==> src/csc_pkg.sv <==
package csc_pkg;
    // register byte offsets on the apb window
    localparam logic [7:0] OFF_GATE = 8'h00;
    localparam logic [7:0] OFF_CTRL = 8'h04;
    localparam logic [7:0] OFF_CHMASK = 8'h08;
    localparam logic [7:0] OFF_ACCMASK = 8'h0c;
    localparam logic [7:0] OFF_ACCCNT = 8'h10;
    localparam logic [7:0] OFF_REF = 8'h14;
    localparam logic [7:0] OFF_IRQ_STAT = 8'h18;
    localparam logic [7:0] OFF_IRQ_MASK = 8'h1c;
    localparam logic [7:0] OFF_RESULT0 = 8'h40;
    localparam logic [7:0] OFF_RESULT_LAST = 8'h78;

    // field positions
    localparam int GATE_BIT = 5;
    localparam int START_BIT = 15;
    localparam int SCAN_HI = 14;
    localparam int SCAN_LO = 13;
    localparam int IE_BIT = 12;
    localparam int SPEED_BIT = 10;
    localparam int AVG_BIT = 7;
    localparam int COUNT_HI = 2;
    localparam int SLEEP_BIT = 7;
    localparam int LOWREF_BIT = 4;
    localparam int HIGHREF_HI = 1;

    // writable bits of each register
    localparam logic [7:0] GATE_WMASK = 8'hbd;
    localparam logic [15:0] CTRL_WMASK = 16'hf400;
    localparam logic [14:0] CHMASK_WMASK = 15'h7fff;
    localparam logic [7:0] ACCCNT_WMASK = 8'h87;
    localparam logic [7:0] REF_WMASK = 8'h93;

    // reset values
    localparam logic [7:0] GATE_RESET = 8'h00;
    localparam logic [15:0] CTRL_RESET = 16'h0000;
    localparam logic [14:0] MASK_RESET = 15'h0000;
    localparam logic [7:0] BYTE_RESET = 8'h00;

    localparam int NUM_CHANNELS = 15;
    localparam int DATA_W = 12;
    localparam int SUM_W = 16;

    localparam logic [1:0] SCAN_SINGLE = 2'b00;
    localparam logic [1:0] SCAN_CONT = 2'b10;

    typedef enum logic [3:0] {
        ST_IDLE = 4'b0001,
        ST_REQ = 4'b0010,
        ST_WAIT = 4'b0100,
        ST_STORE = 4'b1000
    } csc_state_t;

    // conversions per channel for a repeat code
    function automatic logic [4:0] csc_repeats(input logic [2:0] code);
        case (code)
            3'b000: csc_repeats = 5'h01;
            3'b001: csc_repeats = 5'h02;
            3'b010: csc_repeats = 5'h03;
            3'b011: csc_repeats = 5'h04;
            3'b101: csc_repeats = 5'h10;
            default: csc_repeats = 5'h01;
        endcase
    endfunction

    // sum divided by the repeat count of the code
    function automatic logic [15:0] csc_average(input logic [15:0] sum,
                                                input logic [2:0] code);
        case (code)
            3'b001: csc_average = sum >> 1;
            3'b010: csc_average = sum / 16'h0003;
            3'b011: csc_average = sum >> 2;
            3'b101: csc_average = sum >> 4;
            default: csc_average = sum;
        endcase
    endfunction
endpackage

==> src/csc_chan_pick.sv <==
`timescale 1ns/1ps
`default_nettype none
// lowest selected channel at or above a start index
module csc_chan_pick #(
    parameter int CHANNELS = 15
) (
    input wire logic [CHANNELS-1:0] mask,
    input wire logic [3:0] from,
    output logic found,
    output logic [3:0] chan
);
    // the channel index is four bits wide
    if (CHANNELS < 1 || CHANNELS > 16) begin : g_bad_channels
        $error("csc_chan_pick: CHANNELS must be 1 to 16");
    end

    always_comb begin
        found = 1'b0;
        chan = 4'h0;
        for (int i = CHANNELS - 1; i >= 0; i--) begin
            if (mask[i] && (4'(i) >= from)) begin
                found = 1'b1;
                chan = 4'(i);
            end
        end
    end
endmodule
`default_nettype wire

==> src/csc_accum.sv <==
`timescale 1ns/1ps
`default_nettype none
// running sum of repeated conversions of one channel
module csc_accum #(
    parameter int DW = 12,
    parameter int SW = 16
) (
    input wire logic pclk,
    input wire logic presetn,
    input wire logic clear,
    input wire logic add,
    input wire logic [DW-1:0] data,
    output logic [SW-1:0] sum
);
    typedef struct packed {
        logic [SW-1:0] sum;
    } csc_acc_t;

    csc_acc_t r;
    csc_acc_t next_r;

    // sixteen additions need four bits of headroom above the data
    if (SW < DW + 4) begin : g_bad_width
        $error("csc_accum: SW too narrow for sixteen additions");
    end

    always_comb begin
        next_r = r;
        if (clear) begin
            next_r.sum = '0;
        end else if (add) begin
            next_r.sum = r.sum + SW'(data);
        end
    end

    always_ff @(posedge pclk or negedge presetn) begin
        if (!presetn) begin
            r <= '0;
        end else begin
            r <= next_r;
        end
    end

    assign sum = r.sum;
endmodule
`default_nettype wire

==> src/csc_top.sv <==
`timescale 1ns/1ps
`default_nettype none
module csc_top (
    input wire logic pclk,
    input wire logic presetn,
    input wire logic psel,
    input wire logic penable,
    input wire logic pwrite,
    input wire logic [31:0] paddr,
    input wire logic [31:0] pwdata,
    output logic [31:0] prdata,
    output logic pready,
    output logic pslverr,
    output logic converter_clk_en,
    output logic conv_req,
    output logic [3:0] conv_channel,
    output logic conv_high_speed,
    input wire logic conv_done,
    input wire logic [csc_pkg::DATA_W-1:0] conv_data,
    output logic converter_sleep_bit,
    output logic low_reference_select,
    output logic [1:0] high_reference_select,
    output logic conversion_done_irq,
    output logic irq
);
    import csc_pkg::*;

    typedef struct packed {
        csc_state_t fsm;
        logic [7:0] gate;
        logic [15:0] ctrl;
        logic [14:0] chmask;
        logic [14:0] accmask;
        logic [7:0] acccnt;
        logic [7:0] refctl;
        logic irq_stat;
        logic irq_mask;
        logic [3:0] chan;
        logic [4:0] reps_left;
        logic [NUM_CHANNELS-1:0][SUM_W-1:0] result;
        logic [31:0] rdata;
        logic rerr;
        logic done_pulse;
    } csc_regs_t;

    csc_regs_t r;
    csc_regs_t next_r;

    logic gate_on;
    logic start;
    logic wr_acc;
    logic [7:0] addr;
    logic pick_found;
    logic [3:0] pick_chan;
    logic [3:0] pick_from;
    logic [SUM_W-1:0] acc_sum;
    logic acc_clear;
    logic acc_add;
    logic scan_end;
    logic [SUM_W-1:0] store_val;
    logic [2:0] rep_code;

    assign gate_on = r.gate[GATE_BIT];
    assign start = r.ctrl[START_BIT];
    assign addr = paddr[7:0];
    assign wr_acc = psel && penable && pwrite;
    assign rep_code = r.acccnt[COUNT_HI:0];
    assign pick_from = (r.fsm == ST_IDLE) ? 4'h0 : 4'(r.chan + 4'h1);

    csc_chan_pick #(
        .CHANNELS(NUM_CHANNELS)
    ) csc_chan_pick_i (
        .mask(r.chmask),
        .from(pick_from),
        .found(pick_found),
        .chan(pick_chan)
    );

    // accumulator is flushed on stop so a restarted scan never sees stale sums
    assign acc_clear = (r.fsm == ST_STORE) || !gate_on || !start;
    assign acc_add = (r.fsm == ST_WAIT) && conv_done;

    csc_accum #(
        .DW(DATA_W),
        .SW(SUM_W)
    ) csc_accum_i (
        .pclk(pclk),
        .presetn(presetn),
        .clear(acc_clear),
        .add(acc_add),
        .data(conv_data),
        .sum(acc_sum)
    );

    always_comb begin
        store_val = acc_sum;
        if (r.accmask[r.chan] && r.acccnt[AVG_BIT]) begin
            store_val = csc_average(acc_sum, rep_code);
        end
    end

    // scan end: last selected channel stored, or nothing selected at all
    assign scan_end = gate_on && start &&
        (((r.fsm == ST_STORE) && !pick_found) ||
         ((r.fsm == ST_IDLE) && !pick_found));

    always_comb begin
        next_r = r;
        next_r.done_pulse = 1'b0;
        case (r.fsm)
            ST_IDLE: begin
                if (start && pick_found) begin
                    next_r.chan = pick_chan;
                    next_r.reps_left = r.accmask[pick_chan] ?
                        5'(csc_repeats(rep_code) - 5'h01) : 5'h00;
                    next_r.fsm = ST_REQ;
                end
            end
            ST_REQ: begin
                next_r.fsm = ST_WAIT;
            end
            ST_WAIT: begin
                if (conv_done) begin
                    if (r.reps_left != 5'h00) begin
                        next_r.reps_left = 5'(r.reps_left - 5'h01);
                        next_r.fsm = ST_REQ;
                    end else begin
                        next_r.fsm = ST_STORE;
                    end
                end
            end
            ST_STORE: begin
                next_r.result[r.chan] = store_val;
                if (pick_found) begin
                    next_r.chan = pick_chan;
                    next_r.reps_left = r.accmask[pick_chan] ?
                        5'(csc_repeats(rep_code) - 5'h01) : 5'h00;
                    next_r.fsm = ST_REQ;
                end else begin
                    next_r.fsm = ST_IDLE;
                end
            end
            default: begin
                next_r.fsm = ST_IDLE;
            end
        endcase
        // continuous scan leaves start set so idle restarts from channel 0
        if (scan_end) begin
            if (r.ctrl[SCAN_HI:SCAN_LO] != SCAN_CONT) begin
                next_r.ctrl[START_BIT] = 1'b0;
            end
            if (r.ctrl[IE_BIT]) begin
                next_r.done_pulse = 1'b1;
                next_r.irq_stat = 1'b1;
            end
        end
        if (!start) begin
            next_r.fsm = ST_IDLE;
        end

        // register writes take effect in the access phase
        if (wr_acc) begin
            if (addr == OFF_GATE) begin
                next_r.gate = pwdata[7:0] & GATE_WMASK;
            end
            if (gate_on) begin
                case (addr)
                    OFF_CTRL: begin
                        next_r.ctrl = pwdata[15:0] & CTRL_WMASK;
                    end
                    OFF_CHMASK: next_r.chmask = pwdata[14:0] & CHMASK_WMASK;
                    OFF_ACCMASK: next_r.accmask = pwdata[14:0] & CHMASK_WMASK;
                    OFF_ACCCNT: next_r.acccnt = pwdata[7:0] & ACCCNT_WMASK;
                    OFF_REF: next_r.refctl = pwdata[7:0] & REF_WMASK;
                    OFF_IRQ_MASK: next_r.irq_mask = pwdata[0];
                    OFF_IRQ_STAT: begin
                        // a scan end in the same cycle wins over the clear
                        next_r.irq_stat = (r.irq_stat && !pwdata[0]) ||
                            (scan_end && r.ctrl[IE_BIT]);
                    end
                    default: begin
                    end
                endcase
                if (addr == OFF_CTRL && pwdata[START_BIT] && !start) begin
                    next_r.fsm = ST_IDLE;
                end
            end
        end

        // read data is captured in the setup phase, so no wait states
        if (psel && !penable) begin
            next_r.rdata = 32'h0000_0000;
            next_r.rerr = 1'b0;
            case (addr)
                OFF_GATE: next_r.rdata = {24'h00_0000, r.gate};
                OFF_CTRL: next_r.rdata = {16'h0000, r.ctrl};
                OFF_CHMASK: next_r.rdata = {17'h0_0000, r.chmask};
                OFF_ACCMASK: next_r.rdata = {17'h0_0000, r.accmask};
                OFF_ACCCNT: next_r.rdata = {24'h00_0000, r.acccnt};
                OFF_REF: next_r.rdata = {24'h00_0000, r.refctl};
                OFF_IRQ_STAT: next_r.rdata = {31'h0, r.irq_stat};
                OFF_IRQ_MASK: next_r.rdata = {31'h0, r.irq_mask};
                default: begin
                    if (addr >= OFF_RESULT0 && addr <= OFF_RESULT_LAST &&
                        addr[1:0] == 2'b00) begin
                        next_r.rdata = {16'h0000,
                            r.result[4'(8'(addr - OFF_RESULT0) >> 2)]};
                    end else begin
                        next_r.rerr = 1'b1;
                    end
                end
            endcase
        end

        // gate low holds every converter register in its reset state
        if (!gate_on) begin
            next_r.fsm = ST_IDLE;
            next_r.ctrl = CTRL_RESET;
            next_r.chmask = MASK_RESET;
            next_r.accmask = MASK_RESET;
            next_r.acccnt = BYTE_RESET;
            next_r.refctl = BYTE_RESET;
            next_r.irq_stat = 1'b0;
            next_r.irq_mask = 1'b0;
            next_r.chan = 4'h0;
            next_r.reps_left = 5'h00;
            next_r.result = '0;
            next_r.done_pulse = 1'b0;
        end
    end

    always_ff @(posedge pclk or negedge presetn) begin
        if (!presetn) begin
            r <= '0;
            r.fsm <= ST_IDLE;
            r.gate <= GATE_RESET;
        end else begin
            r <= next_r;
        end
    end

    assign prdata = r.rdata;
    assign pready = 1'b1;
    assign pslverr = psel && penable && r.rerr;
    assign converter_clk_en = gate_on;
    assign conv_req = (r.fsm == ST_REQ);
    assign conv_channel = r.chan;
    assign conv_high_speed = !r.ctrl[SPEED_BIT];
    assign converter_sleep_bit = r.refctl[SLEEP_BIT];
    assign low_reference_select = r.refctl[LOWREF_BIT];
    assign high_reference_select = r.refctl[HIGHREF_HI:0];
    assign conversion_done_irq = r.done_pulse;
    assign irq = r.irq_stat && r.irq_mask;
endmodule
`default_nettype wire

==> config.mk <==
export PLATFORM = sky130hd
export DESIGN_NAME = csc_top
export DESIGN_NICKNAME = d
export VERILOG_FILES = /design/src/csc_pkg.sv /design/src/csc_chan_pick.sv /design/src/csc_accum.sv /design/src/csc_top.sv
export SDC_FILE = /design/constraint.sdc
export NUM_CORES = 1
export LEC_CHECK = 0
export BUFFER_PORTS_ARGS = -buffer_cell sky130_fd_sc_hd__clkbuf_2
export CAP_MARGIN = 20
export CORE_MARGIN = 1.5
export CORE_UTILIZATION = 55
export CTS_CLUSTER_DIAMETER = 150
export DETAILED_ROUTE_END_ITERATION = 7
export GPL_ROUTABILITY_DRIVEN = 0
export PLACE_DENSITY_LB_ADDON = 0.15
export SYNTH_ARGS = -nofsm -noshare
export SYNTH_HDL_FRONTEND = slang
export SYNTH_SLANG_ARGS = --single-unit
==> constraint.sdc <==
create_clock -name pclk -period 6 [get_ports pclk]
set_clock_uncertainty 0.1 [all_clocks]
set_input_delay 0.9 -clock pclk [delete_from_list [all_inputs] [get_ports pclk]]
set_output_delay 0.9 -clock pclk [all_outputs]
set_load 0.01 [all_outputs]
# Yosys cells after proc, flatten, opt, wreduce, memory -nomap -nowiden
# Index checks and enable logic that the tools add are counted.
[totals]
latch_bits = 0
regBits = 373
ramBits = 0
n_memories = 0
mem_bits_ro = 0
output_inout_bits = 47
inputBits = 82
[op_classes]
eq_ne = 30
magnitude_cmp = 21
div_mod_pow = 1
multipliers = 0
n_mux = 87
n_bitwise = 0
n_addsub = 6
n_shift = 0
n_reduce_logical = 58
[ops]
columns = ["cell", "n"]
rows = [
  ["313-bit two-way mux", 1],
  ["32-bit case mux with 8 select lines", 1],
  ["240-bit bitwise mux", 1],
  ["240-bit two-way mux", 1],
  ["16-bit two-way mux", 7],
  ["4-bit two-way mux", 22],
  ["76-bit two-way mux", 1],
  ["16-bit binary-select mux with 4-bit select", 1],
  ["16-bit demux with 4-bit select", 1],
  ["16-bit case mux with 4 select lines", 1],
  ["5-bit two-way mux", 8],
  ["1-bit logical AND", 34],
  ["8-bit by 5-bit == test with 1-bit output (second input constant)", 4],
  ["15-bit two-way mux", 2],
  ["4-bit greater-or-equal comparator (first input constant)", 7],
  ["1-bit two-way mux", 28],
  ["8-bit two-way mux", 3],
  ["5-bit case mux with 4 select lines", 1],
  ["9-bit two-way mux", 2],
  ["16-bit by 12-bit adder with 16-bit output", 1],
  ["16-bit by 2-bit divider with 16-bit output (second input constant)", 1],
  ["8-bit by 4-bit == test with 1-bit output (second input constant)", 2],
  ["3-bit by 4-bit greater-or-equal comparator with 1-bit output (first input constant)", 4],
  ["2-bit by 1-bit != test with 1-bit output (second input constant)", 8],
  ["37 further kinds", 61],
]

# Depth between registers and ports, before layout
# Gate-level depths: netlist of run 1.
[logic_depth]
ltp_word = 28
depth_mapped = 24

# Modules after synthesis
# Synthesis of run 1 repeated with hierarchy kept, for this count alone.
[hier_totals]
hier_cells = 1979
area_unflattened_um2 = 19193.4
[by_module_without_submodules]
columns = ["mod", "cells_each", "instances", "area_per_inst_um2", "seq_area_each_um2"]
rows = [
  ["csc_top", 1743, 1, 17332.9, 8059.0],
  ["csc_accum", 168, 1, 1442.6, 400.4],
  ["csc_chan_pick", 68, 1, 417.9, 0.0],
]

# Worst setup path before layout of run 1
# No wires, ideal clock.
[synth_path]
path_type = "reg2reg"
start = "register csc_accum_i.r (netlist bit csc_accum_i.sum[10])"
end = "register r[258] (netlist name)"
path_slack_ns = 1.027
stages_incl_launch_ff = 23
synth_period_minus_slack_ns = 4.973
setup_time_ns = 0.122
path_buffers = 3
t_arrival_ns = 4.752
cell_sequence = "dfrtp_1 or3b_1 o22ai_2 a2bb2oi_2 or2_1 buf_4 o21ai_1 a2111oi_4 or2_1 buf_4 o22ai_1 o311ai_1 o31ai_1 xnor2_1 ha_1 nor2b_1 nand2_1 or4_1 o311a_1 a21oi_2 nor3_2 buf_6 a32o_1"
[synth_via]
elab_chain_cells = 6
[synth_rtl]
columns = ["element", "line", "text"]
rows = [
  ["start: declaration", "csc_accum.sv:19", "csc_acc_t r;"],
  ["start signal: assignment", "csc_accum.sv:40", "r <= next_r;"],
  ["16-bit by 2-bit divider with 16-bit output", "csc_pkg.sv:71", "3'b010: csc_average = sum / 16'h0003;"],
  ["16-bit case mux with 4 select lines", "csc_pkg.sv:69", "case (code)"],
  ["16-bit two-way mux", "csc_top.sv:97", "if (r.accmask[r.chan] && r.acccnt[AVG_BIT]) begin"],
  ["240-bit bitwise mux", "csc_top.sv:133", "next_r.result[r.chan] = store_val;"],
  ["240-bit two-way mux", "csc_top.sv:110", "case (r.fsm)"],
  ["313-bit two-way mux", "csc_top.sv:216", "if (!gate_on) begin"],
  ["end signal: assignment", "csc_top.sv:238", "r <= next_r;"],
  ["end: declaration", "csc_top.sv:46", "csc_regs_t r;"],
]
# No other way between the ends. The select of a mux whose other input is x is not followed.
# A chain may end at the register's enable or synchronous reset.

# Final worst setup path of run 1
[layout_path]
start = "register csc_accum_i.r (netlist bit csc_accum_i.sum[12])"
end = "register r[130] (netlist name)"
# Same word-level chain as after synthesis.

==> results of run 1 <==
==> worst paths after layout <==
kind / to / slack, ps / startpoint / depth (start not counted)
max: r[130] / 330 / csc_accum_i.sum[12] / 20
min: r[325] / 220 / presetn / 1
max reg2reg: r[130] / 330 / csc_accum_i.sum[12] / 20
min reg2reg: prdata[13] / 380 / prdata[13] / 2
max in group asynchronous: r[187] / 4240 / presetn / 2
min in group pclk: prdata[13] / 380 / prdata[13] / 2
==> metal layers <==
layer,global-route usage,vias up,wire (um)
met1,0.428,7981,23100
met5,0,-,0
li1,-,7123,-
met4,0.121,0,2130
met3,0.0523,113,3890
met2,0.485,667,25500
==> critical path: stages, from the launching register on <==
cell and delay (ps):
dfrtp_2 530, buf_4 210, xor2_1 290, nor2_1 70, o32a_2 420, a22o_1 250
a31oi_1 290, and4bb_1 290, or2_4 300, o22a_1 320, and3_1 220, o31ai_1 290
xnor2_1 120, ha_1 360, nor2b_2 210, nand2_1 110, or4_1 400, o311a_1 160
a21oi_2 200, nor3_4 120, a32o_1 280
==> metrics by stage <==
| step | hold WS, ps | worst slack [ps] | cell area (um^2) | utilization | total power, W |
|---|---|---|---|---|---|
| 3_3_place_gp | 356 | 237 | 19400 | 0.577 | 0.00250 |
| 5_1_grt | 284 | -33.1 | 20800 | 0.616 | 0.00493 |
| 3_5_place_dp | 362 | 24.1 | 19500 | 0.577 | 0.00250 |
| 2_1_floorplan | 341 | 1030 | 19000 | - | 0.00241 |
| 4_1_cts | 256 | 51.0 | 20700 | 0.615 | 0.00483 |
| 6_report | 219 | 329 | 20800 | 0.616 | 0.00480 |
==> kinds of logic (layout without fill, tap and decap cells) <==
family                   Yosys count  in the layout
multiplexers                     127            127
AO/OA/AOI/OAI                    625            625
AND/OR/NAND/NOR                  614            614
flip-flops                       338            338
buffers and inverters            220            230
XOR/XNOR                          21             21
other                              2             17
adder cells (fa/ha/maj)           21             21
==> timing repair <==
| action | CTS | global route |
|---|---|---|
| setup endpoints to repair | 8 | 15 |
| pin swaps | 0 | 2 |
| resized for setup | 1 | 9 |
| setup buffers | 0 | 1 |
==> area by class of cell <==
type	count	area, um^2
fillers	2815	12900
clock buffers	56	1140
repair buffers	125	788
multi-input cells	1425	9550
flip-flops and latches	338	8460
clock inverters	11	114
well taps	448	561
inverters	38	143
==> cells in the mapped netlist, types with 7 or more instances <==
library cell  instances
o31a_1                7
mux2_2               16
xnor2_1              14
clkbuf_1            110
nor4_1                7
mux2i_1              44
o21bai_1              8
nor2b_1              11
buf_1                18
a31oi_1              18
ha_1                 19
a22o_1              103
a21o_1                7
and2_1                9
clkinv_1              7
nand2_1             359
a22oi_1              14
and3_1                7
inv_1                31
nand4_1               9
nand2b_1              9
nor3_1               23
o211ai_1              8
nand3_1              34
a32o_1               17
o21ai_1               9
a211oi_1              8
o21ai_0             228
o21a_1                9
or3_1                11
xor2_1                7
buf_4                44
o31ai_1              11
nor2_1               99
o22ai_1               8
dfrtp_1             337
a21oi_1             105
mux4_2               67
==> where the power goes <==
group | switching (W) | internal (W) | leakage (nW)
logic | 0.000127 | 0.0000464 | 3.52
clock network | 0.000949 | 0.00140 | 0.617
registers | 0.000000792 | 0.00228 | 4.71
==> registers in the layout, indices dropped and copies added, names as in the netlist <==
name                   count
r                        296
conversion_done_irq        1
low_reference_select       1
converter_clk_en           1
prdata                    16
conv_channel               4
high_reference_select      2
converter_sleep_bit        1
csc_accum_i.sum           16
==> metrics.yaml, run 1 <==
grt_start_max_net_pins: 170
io_buffers: 71
cts-root-buf: "clkbuf_16"
avgSynthCellArea_um2: 9.62
grt_pass1_vias: 15100
numCtsBuffers: 37
cp-start-kind: "flop"
track_usage: 0.308
synth_edf_count: 0
synth_top_family_by_area: "compound AO/OA/AOI/OAI gates"
worstMarginPinSlew_ps: 1060
drtAntennaViolNets: 0
hold_path.class: "input pin to async pin"
start_util: 0.562
synth-adder-area-share: 0.0141
grt-ovfl-total: 0
nets: 2067
wirelength_um: 54700
finalNonFillerCells: 2441
clk_path_buf_depth: 3
dr_total_vias: 15900
cts_tree: "done"
insertedDiodeCount: 0
die_w_um: 188
setup.worst_path.end_class: "flop"
muxShareOfSynthArea: 0.113
io_pins: 129
synth_top_area_frac: 0.446
firstDrtPassIters: 6
grt_pass1_wl_um: 86100
viasPerCell: 6.51
synth_xor_xnor_area_share: 0.00972
die_area_um2: 35500
synth_area_leaders: "dfrtp_1 45%, mux4_2 8.0%, nand2_1 7.1%"
crit_arrival_ps: 5990
hold_viol: 0
fin_setup_tns_ps: 0
dp_cells: 2371
ys_seq_area_frac: 0.447
power_leakage_nw: 8.85
relSlewSlack: 0.294
p_per_area_nw_per_um2: 231
fmax_ghz: 0.176
async_reset_ff_frac: 1.00
mostFrequentLayoutCell: "nand2_1"
post-route-min-period_ps: 5670
criticalPathCategory: "flop to flop"
peakVddDrop_uv: 191
htree_levels: 2
clock-sinks: 338
synth-simple-area-share: 0.143
drc: 0
insertion_delay_ps: 540
critPathMaxFanout: 16
drv_slew: 0
ys_types: 93
setup_viol: 0
hold_buffers: 0
synthCells: 1968
antenna_found_initial: 0
die_h_um: 188
area_delta_synth_final_pct: 9.71
core-area_um2: 33700
clkTransAtPathRegs_ps: 60
crit_required_ps: 6320
finalCritPeriodShare: 0.945
drt_iter0_drc: 1602
syn_area_um2: 18900
final_cell_mix: "359 x nand2_1, 333 x dfrtp_1, 226 x o21ai_0, 103 x a22o_1, 101 x a21oi_1"
yosysTopAreaCell: "dfrtp_1"
drive_gt1_frac: 0.156
num_rows: 67
synthFlopType: "dfrtp_1"
ys_ff_latch: 338
synth_warnings: 0
cap_violations: 0
status: "complete, no violations"
routedWlPerCell_um: 22.4
dp_hpwl_um: 36300
synth_compound_area_frac: 0.219
(Power assumes the default switching activity.)
==> run 2, diff against run 1 <==
- ABC_AREA: unset -> 1
==> metrics.yaml, run 2 <==
cts_resized: 0
relSlewSlack: 0.281
critPathBufInv: 7
num_rows: 64
status: "complete, no violations"
drtAntennaViolNets: 0
critPathMaxFanout: 15
nets: 2203
hold_viol: 0
grt_pass1_vias: 15000
synthFlopType: "dfrtp_1"
area_delta_synth_final_pct: 10.1
die_area_um2: 32400
final_cell_mix: "381 x nand2_1, 337 x dfrtp_1, 265 x o21ai_0, 250 x inv_1, 168 x o22ai_1"
io_pins: 129
critPathSlowestCell: "dfrtp_1"
firstDrtPassIters: 8
synth_edf_count: 0
post-cts-setup-buffers: 0
yosysMostFrequentCell: "nand2_1"
final.setup.worst_slack_ps: 1040
clkTransAtPathRegs_ps: 60
internal_power_w: 0.00371
ys_types: 55
crit_arrival_ps: 5240
mostFrequentLayoutCell: "nand2_1"
synthTopCellsByCount: "382 x nand2_1, 337 x dfrtp_1, 270 x o21ai_0"
die_w_um: 180
power_leakage_nw: 8.58
die_h_um: 180
insertedDiodeCount: 0
finalCritPeriodShare: 0.827
grt_start_max_net_pins: 105
numCtsBuffers: 36
largest_reg_flops: 296
dp_slack_ps: 1090
yosysTopAreaCell: "dfrtp_1"
seq_power_share: 0.475
p_per_area_nw_per_um2: 260
dr_total_vias: 15500
synthCells: 2077
viasPerCell: 6.17
fin_setup_tns_ps: 0
worstMarginPinSlew_ps: 1080
synth_warnings: 0
crit_required_ps: 6280
antenna_found_initial: 1
ys_ff_latch: 338
pwr-share-comb: 0.078
clk_path_buf_depth: 3
finalNonFillerCells: 2519
drive_gt1_frac: 0.119
ys_seq_area_frac: 0.491
htree_levels: 2
dp_hpwl_um: 36200
cp_top_family: "simple AND/OR/NAND/NOR gates"
synth_top_area_frac: 0.489
dp_cells: 2458
switchingPower_w: 0.00122
drc: 0
insertion_delay_ps: 520
track_usage: 0.327
postLayoutCoreUtil: 0.617
cap_violations: 0
setup.worst_path.end_class: "flop"
cp-start-kind: "flop"
synth_area_leaders: "dfrtp_1 49%, nand2_1 8.3%, o21ai_0 7.8%"
post-route-min-period_ps: 4960
cts_tree: "done"
hold_path.class: "input pin to async pin"
io_buffers: 71
drv_slew: 0
grt-ovfl-total: 0
avgSynthCellArea_um2: 8.30
drt_iter0_drc: 1508
sw_frac_of_total: 0.248
cts-root-buf: "clkbuf_16"
p_clk_frac: 0.447
start_util: 0.561
hold_buffers: 0
grt_pass1_wl_um: 83800
async_reset_ff_frac: 1.00
wirelength_um: 52900
syn_area_um2: 17200
criticalPathCategory: "flop to flop"
setup_viol: 0
fmax_ghz: 0.202
peakVddDrop_uv: 184
clock-sinks: 338
cp_slowest_stage_delay_ps: 470
rsz0062_at_grt: "no"
routedWlPerCell_um: 21.0
core-area_um2: 30700
regMostFlops: "r"
[run 2: area by class of cell]
cell class                 count  area [um^2]
clock buffer                  54         1120
clock inverter                 6         50.0
fill                        2739        11800
inverter                     260          976
multi-input combinational   1358         7240
sequential                   338         8460
tap                          396          495
timing repair buffer         107          636
[run 2: kinds of logic (layout without fill, tap and decap cells)]
logic type	count (synthesis)	in the layout	share of synthesized area
AO/OA/AOI/OAI	654	654	0.231
XOR/XNOR	4	4	0.00203
adder cells (fa/ha/maj)	20	20	0.0150
buffers and inverters	396	427	0.0966
flip-flops	338	338	0.491
other	2	17	0.000436
AND/OR/NAND/NOR	663	663	0.165
[run 2: routing by layer]
layer  GRT usage  part of all wire  vias to the layer above
met4       0.147             0.044                        2
met1       0.450              0.42                     7629
met2       0.513              0.46                      669
met5           0           0.00025                        -
li1            -                 -                     7115
met3      0.0542             0.078                      127
[run 2: through the flow]
stage / hold slack (ps) / area (um^2) / total power [W]
after CTS: 345 / 19000 / 0.00495
after floorplan: 348 / 17300 / 0.00260
after global placement: 363 / 17800 / 0.00275
after detailed placement: 373 / 17800 / 0.00276
final: 301 / 19000 / 0.00493
after global routing: 359 / 19000 / 0.00508
[run 2: worst paths after layout]
path | startpoint | end | slack (ps) | cells after the start
max | csc_accum_i.sum[13] | r[259] | 1040 | 39
min | presetn | r[94] | 300 | 1
max reg2reg | csc_accum_i.sum[13] | r[259] | 1040 | 39
min reg2reg | r[94] | r[94] | 380 | 2
max in group asynchronous | presetn | r[341] | 4090 | 2
min in group pclk | r[94] | r[94] | 380 | 2
[run 2: power groups by stage]
stage | sequential (W) | combinational, W | clock, W
2_1_floorplan | 0.00237 | 0.000234 | 0
3_3_place_gp | 0.00238 | 0.000373 | 0
3_5_place_dp | 0.00238 | 0.000380 | 0
4_1_cts | 0.00234 | 0.000382 | 0.00223
5_1_grt | 0.00234 | 0.000423 | 0.00232
6_report | 0.00234 | 0.000387 | 0.00221
[run 2: worst register-to-register path: cells and delay by family (launching register included)]
kind	cells	cell delay, ps
fa+ha+maj	1	190
simple gates	25	2740
buf+inv	7	530
compound gates	6	790
flops	1	470
==> run 3, diff against run 2 <==
- clock period: 6 -> 4 ns (I/O delays scaled with it)
==> metrics.yaml, run 3 (synthesis results as in run 2) <==
r2r_slack_ps: -870
largest_reg_flops: 296
regMostFlops: "r"
htree_levels: 2
critPathSlowestCell: "dfrtp_2"
cp-start-kind: "flop"
hold_path.class: "input pin to async pin"
worstMarginPinSlew_ps: 942
r2r_start: "csc_accum_i.sum[14]"
die_h_um: 180
die_area_um2: 32400
final_cell_mix: "360 x nand2_1, 333 x dfrtp_1, 251 x o21ai_0, 242 x inv_1, 168 x o22ai_1"
dp_cells: 2537
cp_slowest_stage_delay_ps: 460
drc: 0
nets: 2316
mostFrequentLayoutCell: "nand2_1"
firstDrtPassIters: 8
criticalPathCategory: "flop to flop"
io_buffers: 71
track_usage: 0.345
clk_path_buf_depth: 3
violations: "negative setup slack"
grt-ovfl-total: 0
post-route-min-period_ps: 4870
rsz0062_at_grt: "yes"
dp_slack_ps: -707
peakVddDrop_uv: 312
num_rows: 64
insertedDiodeCount: 0
antenna_found_initial: 1
insertion_delay_ps: 530
routedWlPerCell_um: 21.3
relSlewSlack: 0.370
power_leakage_nw: 9.30
final.setup.worst_slack_ps: -866
drt_iter0_drc: 1920
fin_setup_tns_ps: -36130
area_delta_synth_final_pct: 18.4
clock-sinks: 338
dp_hpwl_um: 37900
critPathMaxFanout: 8
cap_violations: 0
cts_tree: "done"
grt_start_max_net_pins: 98
rr_worst_depth: 38
clkTransAtPathRegs_ps: 60
grt_pass1_wl_um: 88200
crit_required_ps: 4320
die_w_um: 180
io_pins: 129
setup.worst_path.end_class: "flop"
finalNonFillerCells: 2632
p_per_area_nw_per_um2: 372
crit_arrival_ps: 5180
numCtsBuffers: 37
status: "complete, but fails checks"
fmax_ghz: 0.206
setup_viol: 60
grt_pass1_vias: 15800
cts-root-buf: "clkbuf_16"
drv_slew: 0
wirelength_um: 56000
fill_cells: 2561
drive_gt1_frac: 0.192
reg2reg_to: "r[258]"
hold_viol: 0
core-area_um2: 30700
cpMostUsedCell: "nand2_2"
viasPerCell: 6.18
dr_total_vias: 16300
finalCritPeriodShare: 1.22
start_util: 0.561
power.total_w: 0.00760
drtAntennaViolNets: 0
==> run 3: cell count changes in the layout (fill, tap and decap cells not counted), sizes merged <==
cell / previous run / this run
bufinv: 0 / 2
clkinvlp: 2 / 0
inv: 255 / 256
clkbuf: 124 / 123
clkinv: 9 / 11
nand2: 413 / 414
buf: 37 / 147
==> run 3: routing by layer <==
layer | up-vias | wire length, um | track usage
met4 | 2 | 2860 | 0.165
met2 | 829 | 25200 | 0.535
met5 | - | 13 | 0
met1 | 7896 | 23100 | 0.475
li1 | 7359 | - | -
met3 | 185 | 4800 | 0.0588
==> run 3: area by class of cell <==
class	instances	area, um^2	area share
Clock buffer	52	1100	0.0541
Timing Repair Buffer	218	1580	0.0775
Tap cell	396	495	0.0243
Sequential cell	338	8460	0.415
Inverter	260	983	0.0482
Multi-Input combinational cell	1359	7660	0.375
Clock inverter	9	121	0.00595
==> run 3: what timing repair did <==
action,in CTS,in global routing
gates cloned,2,0
resized for setup,33,67
hold buffers,0,0
setup buffers,24,9
setup endpoints to repair,49,85
hold endpoints to repair,0,0
pin swaps,11,22
==> run 3: worst max path at each step <==
stage                        start  endpoint  slack (ps)  depth (start not counted)
2_1_floorplan  csc_accum_i.sum[15]    r[130]        -250                         44
3_3_place_gp   csc_accum_i.sum[15]     r[50]        -430                         43
3_5_place_dp   csc_accum_i.sum[15]     r[82]        -710                         43
4_1_cts        csc_accum_i.sum[14]    r[130]        -630                         38
5_1_grt        csc_accum_i.sum[14]     r[66]       -1130                         38
6_report       csc_accum_i.sum[14]    r[258]        -870                         38
==> run 3: critical path: cells and delay by family (launching register included) <==
| kind | cells | cell delay (ps) |
|---|---|---|
| simple gates | 26 | 2470 |
| flops | 1 | 460 |
| compound gates | 9 | 1380 |
| buf+inv | 2 | 130 |
| fa+ha+maj | 1 | 200 |
==> run 3: metrics by stage <==
step	utilization	hold slack (ps)	instance area (um^2)
after detailed placement	0.603	368	18500
after CTS	0.654	47.4	20100
after global routing	0.664	72.0	20400
after global placement	0.603	361	18500
final	0.664	19.7	20400
after floorplan	-	204	17400
==> run 3: where the power goes <==
group / switching, W / internal, W / leakage [nW]
combinational: 0.000439 / 0.000193 / 4.03
clock: 0.00141 / 0.00205 / 0.609
sequential: 0.0000392 / 0.00347 / 4.66
